[src/shared/oss_pkg.sv]
package oss_pkg;

    // ------------------------------------------------------------------
    // Frame layout
    // ------------------------------------------------------------------
    localparam int OSS_FRAME_BITS = 16;
    localparam int OSS_CHANNELS = 8;
    localparam int OSS_CNT_W = 5;
    localparam int OSS_CMD_OUT_LSB = 0;
    localparam int OSS_CMD_OLD_LSB = 8;
    localparam logic [15:0] OSS_CMD_RESET = 16'h0000;
    localparam logic [7:0] OSS_STATUS_PAD = 8'h00;

    // ------------------------------------------------------------------
    // Timing, system clock 25 MHz
    // ------------------------------------------------------------------
    localparam int OSS_CLK_MHZ = 25;
    localparam int OSS_FAULT_MIN_US = 100;
    localparam int OSS_FAULT_MAX_US = 300;
    localparam int OSS_POR_US = 100;
    localparam int OSS_FAULT_MIN_CYC = OSS_FAULT_MIN_US * OSS_CLK_MHZ;
    localparam int OSS_FAULT_MAX_CYC = OSS_FAULT_MAX_US * OSS_CLK_MHZ;
    // Filter length: midway in the allowed window.
    localparam int OSS_FAULT_CYC = (OSS_FAULT_MIN_CYC + OSS_FAULT_MAX_CYC) / 2;
    localparam int OSS_POR_CYC = OSS_POR_US * OSS_CLK_MHZ;
    localparam int OSS_GAP_CYC = OSS_FAULT_MAX_CYC + 1;
    localparam int OSS_SCK_HALF = 2;
    localparam int OSS_TIMER_W = 16;

    // ------------------------------------------------------------------
    // Host register map (Wishbone byte addresses)
    // ------------------------------------------------------------------
    localparam logic [3:0] OSS_REG_CMD = 4'h0;
    localparam logic [3:0] OSS_REG_CTRL = 4'h4;
    localparam logic [3:0] OSS_REG_STATUS = 4'h8;
    localparam int OSS_CTRL_START_BIT = 0;
    localparam int OSS_CTRL_EN_BIT = 1;
    localparam int OSS_STAT_BUSY_BIT = 16;
    localparam int OSS_STAT_DONE_BIT = 17;

endpackage : oss_pkg

[src/shared/oss_link_if.sv]
`timescale 1ns/1ns
interface oss_link_if;
    logic sel_n;
    logic sck;
    logic serial_cmd_in;
    logic sdo;
    logic sdo_oe;
    logic enable;
    logic sdo_wire;

    // Tri-state resolved here: a parked line reads low.
    assign sdo_wire = sdo_oe ? sdo : 1'b0;

    modport device (
        input sel_n,
        input sck,
        input serial_cmd_in,
        input enable,
        output sdo,
        output sdo_oe
    );

    modport host (
        output sel_n,
        output sck,
        output serial_cmd_in,
        output enable,
        input sdo_wire
    );
endinterface : oss_link_if

[src/hdl/oss_fault_filter.sv]
`timescale 1ns/1ns
module oss_fault_filter
    import oss_pkg::*;
#(
    parameter int HOLD_CYC = OSS_FAULT_CYC
) (
    // Clock and reset
    input wire logic clk_sys_in,
    input wire logic srst_in,
    // Raw and qualified fault
    input wire logic raw_fault_in,
    output logic fault_out
);

    // ------------------------------------------------------------------
    // Persistence counter
    // ------------------------------------------------------------------
    logic [OSS_TIMER_W-1:0] cnt_q;
    logic [OSS_TIMER_W-1:0] cnt_d;
    logic fault_q;
    logic fault_d;
    wire logic at_limit = (cnt_q == OSS_TIMER_W'(HOLD_CYC - 1));

    // A glitch shorter than the hold window restarts the count.
    assign cnt_d = !raw_fault_in ? '0 : (at_limit ? cnt_q : cnt_q + 1'b1);
    assign fault_d = raw_fault_in & (at_limit | fault_q);

    always_ff @(posedge clk_sys_in) begin
        if (srst_in) begin
            cnt_q <= '0;
            fault_q <= 1'b0;
        end else begin
            cnt_q <= cnt_d;
            fault_q <= fault_d;
        end
    end

    assign fault_out = fault_q;

endmodule : oss_fault_filter

[src/hdl/oss_device.sv]
`timescale 1ns/1ns
// Contract
// - Select low drives output, allows exchange.
// - Command applied only at select rise.
// - Host lowers select only with clock low.
// - Input sampled on each falling clock edge.
// - Output advances on each rising edge.
// - Clock low at every select transition.
// - Host parks clock low when idle.
// - Select high: ignore pins, output tri-state.
// - One turns channel on, zero off.
// - Host sends detect bits, then channels descending.
// - Exactly sixteen bits form a command; the device also applies longer frames, keeping their last sixteen bits.
// - Faulted channel reads one, healthy zero.
// - Detect off and channel off reads zero.
// - First eight status bits are zero.
// - Both words shift MSB first.
// - Fault must persist 100 to 300 us.
// - Host spaces frames over 300 us.
// - Host waits 100 us after enable.
// - Host clock about 4 MHz; the host here runs it at 6.25 MHz (four system clocks per period).
// - Bits 0-7 channels, 8-15 detect current.
// - Enable low clears all; rise resets.
module oss_device
    import oss_pkg::*;
#(
    parameter int FAULT_CYC = OSS_FAULT_CYC
) (
    // Clock and reset
    input wire logic clk_sys_in,
    input wire logic srst_in,
    // Link
    oss_link_if.device link,
    // Power stage side
    input wire logic [OSS_CHANNELS-1:0] open_fault_in,
    input wire logic [OSS_CHANNELS-1:0] short_fault_in,
    output logic [OSS_CHANNELS-1:0] chan_on_out,
    output logic [OSS_CHANNELS-1:0] detect_on_out
);

    // ------------------------------------------------------------------
    // Pin synchronisers
    // ------------------------------------------------------------------
    logic [3:0] meta_q;
    logic [3:0] sync_q;
    logic sel_n_prev_q;
    logic sck_prev_q;
    logic en_prev_q;

    // Two flops on every pin; only the second stage feeds logic.
    always_ff @(posedge clk_sys_in) begin
        if (srst_in) begin
            meta_q <= 4'h1;
            sync_q <= 4'h1;
            sel_n_prev_q <= 1'b1;
            sck_prev_q <= 1'b0;
            en_prev_q <= 1'b0;
        end else begin
            meta_q <= {link.enable, link.serial_cmd_in, link.sck, link.sel_n};
            sync_q <= meta_q;
            sel_n_prev_q <= sync_q[0];
            sck_prev_q <= sync_q[1];
            en_prev_q <= sync_q[3];
        end
    end

    wire logic sel_n_s = sync_q[0];
    wire logic sck_s = sync_q[1];
    wire logic din_s = sync_q[2];
    wire logic en_s = sync_q[3];
    wire logic sel_fall = sel_n_prev_q & ~sel_n_s;
    wire logic sel_rise = ~sel_n_prev_q & sel_n_s;
    wire logic sck_rise = ~sck_prev_q & sck_s & ~sel_n_s;
    wire logic sck_fall = sck_prev_q & ~sck_s & ~sel_n_s;
    // Enable low or its rising edge acts as a local power-on reset.
    wire logic local_rst = srst_in | ~en_s | (en_s & ~en_prev_q);

    // ------------------------------------------------------------------
    // Fault qualification
    // ------------------------------------------------------------------
    logic [OSS_CHANNELS-1:0] fault_q;
    logic [OSS_CHANNELS-1:0] status_now;
    logic [OSS_CMD_OLD_LSB-1:0] chan_q;
    logic [OSS_CHANNELS-1:0] detect_q;

    genvar gi;
    generate
        for (gi = 0; gi < OSS_CHANNELS; gi++) begin : g_ch
            wire logic raw = open_fault_in[gi] | short_fault_in[gi];
            oss_fault_filter #(
                .HOLD_CYC(FAULT_CYC)
            ) u_filt (
                .clk_sys_in(clk_sys_in),
                .srst_in(local_rst),
                .raw_fault_in(raw),
                .fault_out(fault_q[gi])
            );
            // Detect current off hides faults on an off channel.
            assign status_now[gi] = fault_q[gi] & (chan_q[gi] | detect_q[gi]);
        end
    endgenerate

    // ------------------------------------------------------------------
    // Shift registers
    // ------------------------------------------------------------------
    logic [OSS_FRAME_BITS-1:0] rx_q;
    logic [OSS_FRAME_BITS-1:0] tx_q;
    logic [OSS_CNT_W-1:0] cnt_q;
    logic sdo_q;
    logic [OSS_FRAME_BITS-1:0] tx_d;
    logic sdo_d;

    // Snapshot at select fall, MSB on the pin at once.
    assign tx_d = sel_fall ? {OSS_STATUS_PAD, status_now} :
                  sck_rise ? {tx_q[OSS_FRAME_BITS-2:0], 1'b0} : tx_q;
    assign sdo_d = sel_fall ? OSS_STATUS_PAD[7] :
                   sck_rise ? tx_q[OSS_FRAME_BITS-2] : sdo_q;

    always_ff @(posedge clk_sys_in) begin
        if (local_rst) begin
            rx_q <= OSS_CMD_RESET;
            tx_q <= '0;
            cnt_q <= '0;
            sdo_q <= 1'b0;
        end else begin
            tx_q <= tx_d;
            sdo_q <= sdo_d;
            if (sel_fall) begin
                cnt_q <= '0;
            end else if (sck_fall) begin
                rx_q <= {rx_q[OSS_FRAME_BITS-2:0], din_s};
                cnt_q <= (cnt_q == OSS_CNT_W'(OSS_FRAME_BITS)) ? cnt_q : cnt_q + 1'b1;
            end
        end
    end

    // ------------------------------------------------------------------
    // Command apply
    // ------------------------------------------------------------------
    // Short frames are dropped so a partial word never reaches the outputs.
    wire logic apply = sel_rise & (cnt_q == OSS_CNT_W'(OSS_FRAME_BITS));

    always_ff @(posedge clk_sys_in) begin
        if (local_rst) begin
            chan_q <= OSS_CMD_RESET[OSS_CMD_OLD_LSB-1:OSS_CMD_OUT_LSB];
            detect_q <= OSS_CMD_RESET[OSS_FRAME_BITS-1:OSS_CMD_OLD_LSB];
        end else if (apply) begin
            chan_q <= rx_q[OSS_CMD_OLD_LSB-1:OSS_CMD_OUT_LSB];
            detect_q <= rx_q[OSS_FRAME_BITS-1:OSS_CMD_OLD_LSB];
        end
    end

    assign chan_on_out = chan_q;
    assign detect_on_out = detect_q;
    assign link.sdo = sdo_q;
    assign link.sdo_oe = ~sel_n_s & en_s;

endmodule : oss_device

[src/flat_wrapper.sv]
// flat-port wrapper written by rule: the top's interface ports become plain ports
module oss_device_flat import oss_pkg::*;
#(
    parameter int FAULT_CYC = OSS_FAULT_CYC
)
  (clk_sys_in, srst_in, open_fault_in, short_fault_in, chan_on_out, detect_on_out, link_sel_n, link_sck, link_serial_cmd_in, link_enable, link_sdo, link_sdo_oe);
  oss_link_if link_i ();
  input wire logic clk_sys_in;
  input wire logic srst_in;
  input wire logic [OSS_CHANNELS-1:0] open_fault_in;
  input wire logic [OSS_CHANNELS-1:0] short_fault_in;
  output logic [OSS_CHANNELS-1:0] chan_on_out;
  output logic [OSS_CHANNELS-1:0] detect_on_out;
  input wire logic [$bits(link_i.sel_n)-1:0] link_sel_n;
  input wire logic [$bits(link_i.sck)-1:0] link_sck;
  input wire logic [$bits(link_i.serial_cmd_in)-1:0] link_serial_cmd_in;
  input wire logic [$bits(link_i.enable)-1:0] link_enable;
  output wire logic [$bits(link_i.sdo)-1:0] link_sdo;
  output wire logic [$bits(link_i.sdo_oe)-1:0] link_sdo_oe;
  assign link_i.sel_n = link_sel_n;
  assign link_i.sck = link_sck;
  assign link_i.serial_cmd_in = link_serial_cmd_in;
  assign link_i.enable = link_enable;
  assign link_sdo = link_i.sdo;
  assign link_sdo_oe = link_i.sdo_oe;
  oss_device #(.FAULT_CYC(FAULT_CYC)) u_core (.clk_sys_in(clk_sys_in), .srst_in(srst_in), .link(link_i), .open_fault_in(open_fault_in), .short_fault_in(short_fault_in), .chan_on_out(chan_on_out), .detect_on_out(detect_on_out));
endmodule
[config.mk]
export PLATFORM = sky130hd
export DESIGN_NAME = oss_device_flat
export DESIGN_NICKNAME = d
export VERILOG_FILES = /design/src/shared/oss_pkg.sv /design/src/shared/oss_link_if.sv /design/src/hdl/oss_fault_filter.sv /design/src/hdl/oss_device.sv /design/src/flat_wrapper.sv
export SDC_FILE = /design/constraint.sdc
export NUM_CORES = 1
export LEC_CHECK = 0
export BUFFER_PORTS_ARGS = -buffer_cell sky130_fd_sc_hd__buf_2
export CELL_PAD_IN_SITES_DETAIL_PLACEMENT = 0
export CELL_PAD_IN_SITES_GLOBAL_PLACEMENT = 1
export CORE_ASPECT_RATIO = 1.75
export CORE_MARGIN = 2
export CORE_UTILIZATION = 40
export CTS_BUF_LIST = sky130_fd_sc_hd__clkbuf_8
export CTS_CLUSTER_SIZE = 24
export DETAILED_ROUTE_END_ITERATION = 16
export PLACE_DENSITY_LB_ADDON = 0.1
export SLEW_MARGIN = 20
export SYNTH_ARGS = -nofsm -noshare
export SYNTH_HDL_FRONTEND = slang
export SYNTH_HIERARCHICAL = 1
export SYNTH_SLANG_ARGS = --single-unit
[constraint.sdc]
create_clock -name clk_sys_in -period 3.3 [get_ports clk_sys_in]
set_input_delay 0.66 -clock clk_sys_in [delete_from_list [all_inputs] [get_ports clk_sys_in]]
set_output_delay 0.66 -clock clk_sys_in [all_outputs]
set_load 0.01 [all_outputs]
After elaboration in Yosys (flattened, before gate mapping)
Index checks and enable logic that the tools add are counted.
W data, S select, Z words.

word-level totals
  register bits = 200

operators by class
  add/subtract/negate cells = 9
  equality and inequality tests = 9
  muxes and demuxes = 2
  reductions and logical operators = 12
  bitwise gates (word level) = 67

operators with widths
  kind                     number
  $add A16 B1 Y16 const B  8
  $eq A16 B13 Y1 const B   8
  $or A1 B1 Y1             26
  $and A1 B1 Y1            25
  $reduce_or A2 Y1         9
  $mux W8                  2
  $not A1 Y1               16
  $add A5 B1 Y5 const B    1
  $eq A5 B5 Y1 const B     1
  $reduce_and A2 Y1        2
  $reduce_bool A2 Y1       1

Depth between registers and ports, before layout
Gate-level depths: netlist of the first run.

  depth in word-level cells = 5
  gate-level depth with buffers = 7

Hierarchy
Netlist of the first run, hierarchy kept.

by module, submodules not included
  module            area an instance (µm²)  times used  cells each
  oss_fault_filter  777.0                   8           88
  oss_device        2,514.9                 1           299

Least setup slack after synthesis of the first run
No wires, ideal clock.

  kind = input port to flip-flop
  start = input srst_in
  end = register u_core.g_ch[0].u_filt.cnt_q[0]
  path buffers = 3
  path slack = 1.107 ns
  cell stages on the path = 6
  data required time = 3.172 ns
  setup time = 0.128 ns
  arrival time = 2.066 ns
  cells stage by stage = nand3b_1 clkbuf_1 nand2b_1 clkbuf_1 clkbuf_1 nor2_1

between the ends
  word-level cells in the longest chain between the ends = 3

RTL lines
  element                     line                    RTL
  start: declaration          flat_wrapper.sv:9       input wire logic srst_in;
  $or A1 B1 Y1 (2 in a row)   oss_device.sv:76        wire logic local_rst = srst_in | ~en_s | (en_s & ~en_prev_q);
  named net u_core.local_rst  oss_device.sv:76
  $reduce_or A2 Y1 (no line)  -
  end signal: assignment      oss_fault_filter.sv:33  cnt_q <= cnt_d;
  end: declaration            oss_fault_filter.sv:18  logic [OSS_TIMER_W-1:0] cnt_q;

The timed path passes the listed nets, and every way through them passes these cells.
A chain may end at the register's enable or synchronous reset.

Worst setup path after layout of the first run
  start = register u_core.sync_q[0]
  end = output link_sdo_oe

between the ends
  word-level cells in the longest chain between the ends = 2

RTL lines
  element                   line                RTL
  start: declaration        oss_device.sv:45    logic [3:0] sync_q;
  start signal: assignment  oss_device.sv:60    sync_q <= meta_q;
  $not A1 Y1                oss_device.sv:156   assign link.sdo_oe = ~sel_n_s & en_s;
  $and A1 B1 Y1             oss_device.sv:156
  end: declaration          flat_wrapper.sv:19  output wire logic [$bits(link_i.sdo_oe)-1:0] link_sdo_oe;

No other way between the ends.

==> results_dict.tcl, run 1 <==
set metrics [dict create \
    diodes 0 \
    fin_tns_setup_ns 0 \
    drive_gt1_frac 0.1198 \
    cp-end-kind "output port" \
    clk_pin_slew_ns 0.09 \
    synthAdderAreaFrac 0.01433 \
    worst_r2r_endpoint "u_core/chan_on_out[7]$_SDFFE_PP0P_" \
    whs_path_depth 2 \
    syn_area_per_cell_sq_um 8.705 \
    die_h_um 199.4 \
    ant_nets 0 \
    slew_headroom 0.4154 \
    clock_latency_ns 0.46 \
    synth_area_leaders "dfxtp_1 (46%), xnor2_1 (5.6%), a21oi_1 (4.9%)" \
    htree_levels 4 \
    ioPinCount 40 \
    drt_pass1_iterations 4 \
    area_growth_pct 9.917 \
    grt_pass1_wl_mm 31.04 \
    rr_startpoint "u_core/cnt_q[0]$_SDFFE_PP0P_" \
    crit_start "u_core/sync_q[0]$_SDFF_PP1_" \
    synth.top_cell.area_share 0.4586 \
    drt_iter0_markers 305 \
    root_buffer "clkbuf_8" \
    p_per_area_nw_per_um2 415.2 \
    dieArea_sq_um 23070 \
    worstSetupStartpointType "register" \
    critPathMaxFanout 13 \
    reg2reg_slack_ns 1.38 \
    hp-start "link_sel_n" \
    max-cap-violations 0 \
    post-route-min-period_ns 1.989 \
    leakage_uw 0.002769 \
    fin_skew_ns 0.01030 \
    avgViaCountPerCell 5.142 \
    cts_tree "yes" \
    reg2regPathDepth 5 \
    cts_setup_buffers 0 \
    synth_compound_area_frac 0.1093 \
    crit_slowest_cell "dfxtp_1" \
    ys_warn_count 6 \
    wirelength_mm 18.31 \
    cts_hold_buffers 0 \
    placedCellCount 1305 \
    final_cells 1335 \
    fmaxAchievable_mhz 502.6 \
    cts_resized 0 \
    finalHoldViolations 0 \
    synthSimpleGateAreaFrac 0.3061 \
    critical-path-max-stage-delay_ns 0.61 \
    critPathKind "register to output port" \
    vias 6865 \
    die_w_um 115.7 \
    pre_cts_ws_ns 1.016 \
    min_path_type "input pin to register" \
    seq_area_sq_um 4004 \
    synth-xor-area-share 0.07223 \
    final_max_slew_viol_count 0 \
    place_congestion 0.7271 \
    grt_max_degree 53 \
    required_ns 2.64 \
    synth.largest_area_cell "dfxtp_1" \
    ys.flop_type "dfxtp_1" \
    clockBufferDepth 2 \
    crit_arrival_ns 1.33 \
    syn-num-nets 1035 \
    rsz0062_at_grt "no" \
    fill_cells 2214 \
    grt_use_total 0.1664 \
    synth_mux_area_frac 0.009172 \
    dpl.hpwl_mm 12.85 \
    routedWlPerCell_um 13.72 \
    rows 71 \
    hold_end "u_core/meta_q[0]$_SDFF_PP1_" \
    fin_area_sq_um 9597 \
    multi_input_area_sq_um 4478 \
    fin_nets 1064 \
    fin_util 0.4464 \
    tightest_slew_ns 0.8732 \
    ys_types 40 \
    cts_buffers 17 \
    start_util 0.4061 \
    async_reset_ff_frac 0 \
    fin_crit_sh 0.6029 \
    syn-instance-count 1003 \
    synth_area_sq_um 8731 \
    vdd_drop_max_v 0.0002775 \
    grt_pass1_vias 6622 \
    netlist_top_cells_count "dfxtp_1 (200), nand2_1 (110), nor2_1 (104), a21oi_1 (86), nand3_1 (62)" \
    layout_setup_ws_ns 1.311 \
    dpl-instance-area_sq_um 9220 \
    coreArea_sq_um 21500 \
    synth-edff-count 0 \
    setup_viol 0 \
    synth_seq_cells 200 \
    ys_seq_area_frac 0.4586 \
    drc 0 \
    numClockSinks 200 \
    status "completed" \
    antenna_found_initial 0 \
    yosysMostFrequentCell "dfxtp_1" \
    grt_overflow 0 \
    crit_chain "nor2b_1 > buf_2" \
    synth_top_family_by_area "simple AND/OR/NAND/NOR gates" \
    numPortBuffers 39 \
]
[cells by family after synthesis]
kind of cell    count (synthesis)
compound gates                175
buf+inv                        64
flops                         200
fa+ha+maj                      10
simple gates                  474
xor+xnor                       72
mux                             8
[cell usage in the layout, fill, tap and decap left out, drive strengths merged, types with 18 or more instances in the layout]
master,instances
o21ai,58
clkbuf,18
nand3,62
dfxtp,200
inv,27
nor2,104
a21oi,86
nor3,32
nor2b,19
nand2,110
or3,43
nor4,32
xnor2,56
buf,48
[metal layers]
| layer | vias up | wire [um] | track usage |
|---|---|---|---|
| met5 | - | 0 | 0 |
| met2 | 84 | 9624 | 0.3080 |
| met1 | 3199 | 7928 | 0.1899 |
| met3 | 13 | 543 | 0.03397 |
| li1 | 3569 | - | - |
| met4 | 0 | 216 | 0.04762 |
[sequential cells by signal (all words and copies together), names as in the netlist]
register and count:
u_core/chan_on_out 8, u_core/cnt_q 5, u_core/detect_on_out 8, u_core/en_prev_q 1, u_core/g_ch.u_filt/cnt_q 128, u_core/g_ch.u_filt/fault_out 8
u_core/link.sdo 1, u_core/meta_q 4, u_core/rx_q 16, u_core/sck_prev_q 1, u_core/sel_n_prev_q 1, u_core/sync_q 4
u_core/tx_q 15
[worst max path at each step]
stage | endpoint | slack [ns] | cells past startpoint
2_1_floorplan | u_core/g_ch[0].u_filt/cnt_q[0]$_SDFFE_PP0P_ | 1.11 | 6
3_3_place_gp | u_core/g_ch[3].u_filt/cnt_q[15]$_SDFFE_PP0P_ | 1.03 | 6
3_5_place_dp | u_core/g_ch[1].u_filt/cnt_q[15]$_SDFFE_PP0P_ | 1.02 | 6
4_1_cts | link_sdo_oe | 1.28 | 2
5_1_grt | u_core/chan_on_out[7]$_SDFFE_PP0P_ | 1.18 | 5
6_report | link_sdo_oe | 1.31 | 2
[final cells by class]
class | count | area share
Multi-Input combinational cell | 739 | 0.4666
Sequential cell | 200 | 0.4172
Tap cell | 292 | 0.03807
Timing Repair Buffer | 48 | 0.02868
Clock buffer | 18 | 0.02581
Clock inverter | 12 | 0.01343
Inverter | 26 | 0.01017
[where the power goes]
group	total [uW]	internal (uW)	switching (uW)
logic	38.1	20.2	17.9
registers	2420	2420	5.20
clock network	1520	684	840
total	3980	3120	863
[critical path, delay by kind of cell (launching register included)]
family / cells / cell delay [ns]
buf+inv: 1 / 0.16
simple gates: 1 / 0.10
flops: 1 / 0.61
[per-stage QoR]
stage                     hold slack, ns  power, uW
after floorplan                   0.3895       2501
after global placement            0.3912       2517
after detailed placement          0.3950       2518
after CTS                         0.3373       4071
after global routing              0.3414       4168
final                             0.3829       3984
Power figures use the tool's default switching activity.
==> run 2, diff against run 1 <==
- ABC_AREA: unset -> 1
- clock period: 3.3 -> 1.9 ns (I/O delays scaled with it)
==> results_dict.tcl, run 2 <==
set metrics [dict create \
    fin_skew_ns 0.01172 \
    critPathKind "register to output port" \
    tightest_slew_ns 0.4107 \
    multi_input_area_sq_um 5764 \
    leakage_uw 0.004068 \
    finalHoldViolations 0 \
    max-cap-violations 0 \
    cts_tree "yes" \
    worst_r2r_endpoint "u_core/g_ch[7].u_filt/cnt_q[8]$_SDFFE_PP0P_" \
    grt_use_total 0.1873 \
    whs_path_depth 2 \
    largest_reg_flops 128 \
    syn-num-nets 1641 \
    ant_nets 0 \
    drive_gt1_frac 0.1560 \
    fmaxAchievable_mhz 612.3 \
    fin_area_sq_um 11690 \
    synth_seq_cells 200 \
    setup_viol 0 \
    start_util 0.4055 \
    p_per_area_nw_per_um2 599.9 \
    worstSetupStartpointType "register" \
    place_congestion 0.8224 \
    seq_area_sq_um 4004 \
    final_cell_mix "nand2_1 (382), nor2_1 (286), inv_1 (202)" \
    final_max_slew_viol_count 0 \
    async_reset_ff_frac 0 \
    vdd_drop_max_v 0.0004418 \
    status "completed" \
    fin_total_pwr_uw 7015 \
    rr_startpoint "u_core/sync_q[3]$_SDFF_PP0_" \
    reg2regPathDepth 8 \
    drt_iter0_markers 358 \
    critPathMaxFanout 5 \
    fin_crit_sh 0.8595 \
    dpl.hpwl_mm 19.53 \
    min_path_type "input pin to register" \
    synth_area_sq_um 10780 \
    synth-edff-count 0 \
    grt_overflow 0 \
    rsz0062_at_grt "no" \
    reg2reg_slack_ns 0.33 \
    grt_pass1_vias 9283 \
    grt_max_degree 31 \
    clock_latency_ns 0.50 \
    die_w_um 128.1 \
    root_buffer "clkbuf_8" \
    diodes 0 \
    p_comb_frac 0.012 \
    drc 0 \
    max_flop_register "u_core/g_ch.u_filt/cnt_q" \
    ioPinCount 40 \
    p_seq_frac 0.600 \
    avgViaCountPerCell 4.755 \
    antenna_found_initial 0 \
    swShare 0.2440 \
    cts_resized 0 \
    yosysMostFrequentCell "nand2_1" \
    netlist_top_cells_count "nand2_1 (383), nor2_1 (286), inv_1 (202), dfxtp_1 (200), nand3_1 (109)" \
    reg_top3 "u_core/g_ch.u_filt/cnt_q: 128 flops, u_core/rx_q: 16 flops, u_core/tx_q: 15 flops" \
    cts_hold_buffers 0 \
    routedWlPerCell_um 12.86 \
    crit_arrival_ns 1.25 \
    syn-instance-count 1609 \
    coreArea_sq_um 26590 \
    power_frac_clock 0.388 \
    grt_pass1_wl_mm 43.08 \
    hold_end "u_core/en_prev_q$_SDFF_PP0_" \
    final_common_cell "nand2_1" \
    hp-start "srst_in" \
    power_switching_uw 1712 \
    dpl-instance-area_sq_um 11320 \
    fin_nets 1687 \
    fin_tns_setup_ns 0 \
    cts_buffers 17 \
    post-route-min-period_ns 1.633 \
    required_ns 1.52 \
    drt_pass1_iterations 4 \
    dieArea_sq_um 28340 \
    p_int_uw 5303 \
    fill_cells 2900 \
    ys_types 32 \
    cp-end-kind "output port" \
    ys.flop_type "dfxtp_1" \
    synth_area_leaders "dfxtp_1 (37%), nand2_1 (13%), nor2_1 (10%)" \
    synth.top_cell.area_share 0.3713 \
    die_h_um 221.2 \
    cts_setup_buffers 0 \
    ys_seq_area_frac 0.3713 \
    htree_levels 4 \
    clk_pin_slew_ns 0.11 \
    numClockSinks 200 \
    synth.largest_area_cell "dfxtp_1" \
    area_growth_pct 8.447 \
    rows 79 \
    slew_headroom 0.7256 \
    fin_util 0.4398 \
    vias 9468 \
    numPortBuffers 39 \
    wirelength_mm 25.60 \
    ys_warn_count 6 \
    syn_area_per_cell_sq_um 6.702 \
    clockBufferDepth 2 \
]
run 2: power groups by stage:
stage,combinational [uW],sequential [uW],clock (uW)
after detailed placement,86.9,4300,0
after global routing,96.2,4210,3010
after floorplan,55.0,4300,0
after global placement,86.9,4300,0
final,84.9,4210,2720
after CTS,87.4,4210,2870
run 2: final cells by class:
type	count	area share
Tap cell	324	0.03467
Timing Repair Buffer	52	0.02611
Multi-Input combinational cell	1161	0.4929
Clock buffer	17	0.02001
Inverter	223	0.07180
Sequential cell	200	0.3424
Clock inverter	14	0.01209
run 2: how the worst max path moves through the flow:
| stage | start | to | slack, ns | depth (start not counted) |
|---|---|---|---|---|
| 2_1_floorplan | srst_in | u_core/g_ch[0].u_filt/cnt_q[7]$_SDFFE_PP0P_ | 0.44 | 7 |
| 3_3_place_gp | srst_in | u_core/g_ch[7].u_filt/cnt_q[8]$_SDFFE_PP0P_ | 0.23 | 8 |
| 3_5_place_dp | srst_in | u_core/g_ch[7].u_filt/cnt_q[7]$_SDFFE_PP0P_ | 0.19 | 8 |
| 4_1_cts | u_core/sync_q[0]$_SDFF_PP1_ | link_sdo_oe | 0.22 | 2 |
| 5_1_grt | u_core/sync_q[3]$_SDFF_PP0_ | u_core/g_ch[5].u_filt/cnt_q[7]$_SDFFE_PP0P_ | 0.19 | 8 |
| 6_report | u_core/sync_q[0]$_SDFF_PP1_ | link_sdo_oe | 0.27 | 2 |
run 2: logic make-up after synthesis:
| family | share of synthesized area |
|---|---|
| and+or+nand+nor | 0.4130 |
| buffers and inverters | 0.09434 |
| DFF | 0.3713 |
| AOI/OAI and AO/OA | 0.09028 |
| xor gates and xnor gates | 0.01949 |
| adders and majority gates | 0.01160 |
run 2: worst max-delay path, stage by stage, from the launching register on:
cell and delay (ns):
dfxtp_1 0.53, nor2_1 0.08, buf_2 0.14
run 2: routing by layer:
layer  GRT usage  part of all wire  vias to the layer above
met4     0.05814             0.018                        0
met3     0.03627             0.026                       27
li1            -                 -                     5097
met1      0.1990              0.41                     4250
met5           0                 0                        -
met2      0.3626              0.55                       94
run 2: metrics by stage:
stage	setup slack [ns]	std cells	hold slack, ns
3_5_place_dp	0.1925	1960	0.3997
3_3_place_gp	0.2261	1960	0.3944
5_1_grt	0.1853	1991	0.03602
4_1_cts	0.2215	1991	0.01418
2_1_floorplan	0.4361	1609	0.3883
6_report	0.2669	1991	0.05968
==> run 3, diff against run 2 <==
- ABC_AREA: 1 -> unset
==> results_dict.tcl, run 3 (synthesis results as in run 1) <==
set metrics [dict create \
    crit_chain "ha_1 > or4bb_1 > nor4_4 > mux2i_1 > nor2_1" \
    grt_max_degree 31 \
    required_ns 2.27 \
    critPathMaxFanout 6 \
    htree_levels 4 \
    fmaxAchievable_mhz 554.3 \
    coreArea_sq_um 21500 \
    drive_gt1_frac 0.1571 \
    drt_iter0_markers 353 \
    cp-end-kind "register" \
    leakage_uw 0.002948 \
    reg2reg_slack_ns 0.1 \
    fin_nets 1102 \
    grt_pass1_vias 6758 \
    numClockSinks 200 \
    grt_overflow 0 \
    tightest_slew_ns 0.6320 \
    fin_crit_sh 0.9495 \
    max_flop_register "u_core/g_ch.u_filt/cnt_q" \
    vdd_drop_max_v 0.0005882 \
    clock_latency_ns 0.47 \
    crit_slowest_cell "or4bb_1" \
    slew_headroom 0.5778 \
    critical-path-max-stage-delay_ns 0.46 \
    grt_use_total 0.1681 \
    dpl.hpwl_mm 13.13 \
    final_common_cell "dfxtp_1" \
    die_w_um 115.7 \
    root_buffer "clkbuf_8" \
    critPathKind "register to register" \
    start_util 0.4061 \
    whs_path_depth 2 \
    rows 71 \
    ant_nets 0 \
    ioPinCount 40 \
    reg2regPathDepth 5 \
    setup_viol 0 \
    vias 6979 \
    dieArea_sq_um 23070 \
    p_per_area_nw_per_um2 728.3 \
    worst-path-stages 5 \
    post-route-min-period_ns 1.804 \
    drc 0 \
    diodes 0 \
    layout_setup_ws_ns 0.09597 \
    fin_tns_setup_ns 0 \
    die_h_um 199.4 \
    path_buf_inv 0 \
    pre_cts_ws_ns 0.1198 \
    fin_skew_ns 0.009767 \
    area_growth_pct 13.89 \
    final_max_slew_viol_count 0 \
    clk_pin_slew_ns 0.10 \
    status "completed" \
    avgViaCountPerCell 5.079 \
    max-cap-violations 0 \
    fill_cells 2206 \
    grt_pass1_wl_mm 31.69 \
    rsz0062_at_grt "no" \
    rr_startpoint "u_core/g_ch[2].u_filt/cnt_q[0]$_SDFFE_PP0P_" \
    reg_top3 "u_core/g_ch.u_filt/cnt_q: 128 flops, u_core/rx_q: 16 flops, u_core/tx_q: 15 flops" \
    cts_buffers 17 \
    largest_reg_flops 128 \
    crit_start "u_core/g_ch[2].u_filt/cnt_q[0]$_SDFFE_PP0P_" \
    worst_r2r_endpoint "u_core/g_ch[2].u_filt/cnt_q[1]$_SDFFE_PP0P_" \
    drt_pass1_iterations 6 \
    worstSetupStartpointType "register" \
    routedWlPerCell_um 13.32 \
    antenna_found_initial 0 \
    critPathTopFamily "simple AND/OR/NAND/NOR gates" \
    cts_tree "yes" \
    min_path_type "input pin to register" \
    numPortBuffers 39 \
    wirelength_mm 18.30 \
    finalHoldViolations 0 \
    final_cell_mix "dfxtp_1 (197), nand2_1 (110), nor2_1 (104)" \
    place_congestion 0.7399 \
    clockBufferDepth 2 \
    crit_end "u_core/g_ch[2].u_filt/cnt_q[1]$_SDFFE_PP0P_" \
    crit_arrival_ns 2.17 \
]
run 3: changes by cell type in the layout (fill, tap and decap cells not counted), sizes merged, moves of 19 or more:
| cell | delta |
|---|---|
| inv | -202 |
| buf | +34 |
| nand3 | -48 |
| xnor2 | +48 |
| nor2b | +19 |
| or3 | +43 |
| nor4 | +32 |
| a21oi | -22 |
| nand2 | -329 |
| nor2 | -249 |
| nor3 | +24 |
run 3: repair_timing:
action                     in CTS  in global routing
resized for setup               0                  6
setup buffers                   0                  4
hold buffers                    0                  0
setup endpoints to repair       0                  4
run 3: worst register-to-register path: stages, from the launching register on:
cell and delay (ns):
dfxtp_1 0.38, ha_1 0.22, or4bb_1 0.46, nor4_4 0.34, mux2i_1 0.26, nor2_1 0.05
run 3: layout make-up:
| class | instances | area [sq um] | share of cell area |
|---|---|---|---|
| multi-input combinational | 739 | 4478 | 0.4504 |
| sequential | 200 | 4008 | 0.4030 |
| timing repair buffer | 86 | 560.5 | 0.05637 |
| tap | 292 | 365.4 | 0.03674 |
| clock buffer | 17 | 234.0 | 0.02353 |
| clock inverter | 14 | 200.2 | 0.02013 |
| inverter | 26 | 97.59 | 0.009815 |
run 3: worst min-delay path by stage:
stage,from,end,slack [ns]
after global placement,u_core/meta_q[0]$_SDFF_PP1_,u_core/sync_q[0]$_SDFF_PP1_,0.39
after floorplan,u_core/meta_q[0]$_SDFF_PP1_,u_core/sync_q[0]$_SDFF_PP1_,0.39
after global routing,link_sel_n,u_core/meta_q[0]$_SDFF_PP1_,0.06
final,link_sel_n,u_core/meta_q[0]$_SDFF_PP1_,0.09
after detailed placement,u_core/meta_q[0]$_SDFF_PP1_,u_core/sync_q[0]$_SDFF_PP1_,0.39
after CTS,link_sel_n,u_core/meta_q[0]$_SDFF_PP1_,0.05
run 3: report_power, final:
part | internal [uW] | switching, uW
clock network | 1440 | 1530
registers | 4200 | 9.20
logic | 38.4 | 29.0
run 3: through the flow:
stage               hold WS [ns]  cell area (sq um)  std cells    util  power [uW]
global route             0.05978               9943       1374  0.4625        7525
global placement          0.3938               9467       1339  0.4403        4373
finish                   0.08521               9943       1374  0.4625        7242
detailed placement        0.3923               9467       1339  0.4403        4374
floorplan                 0.3895               8732       1003       -        4343
CTS                      0.04816               9901       1370  0.4605        7370
run 3: layer usage:
| metal | GRT usage | up-vias | part of all wire |
|---|---|---|---|
| li1 | - | 3647 | - |
| met1 | 0.1937 | 3248 | 0.44 |
| met2 | 0.3052 | 70 | 0.51 |
| met3 | 0.03700 | 14 | 0.032 |
| met4 | 0.05203 | 0 | 0.015 |
| met5 | 0 | - | 0 |
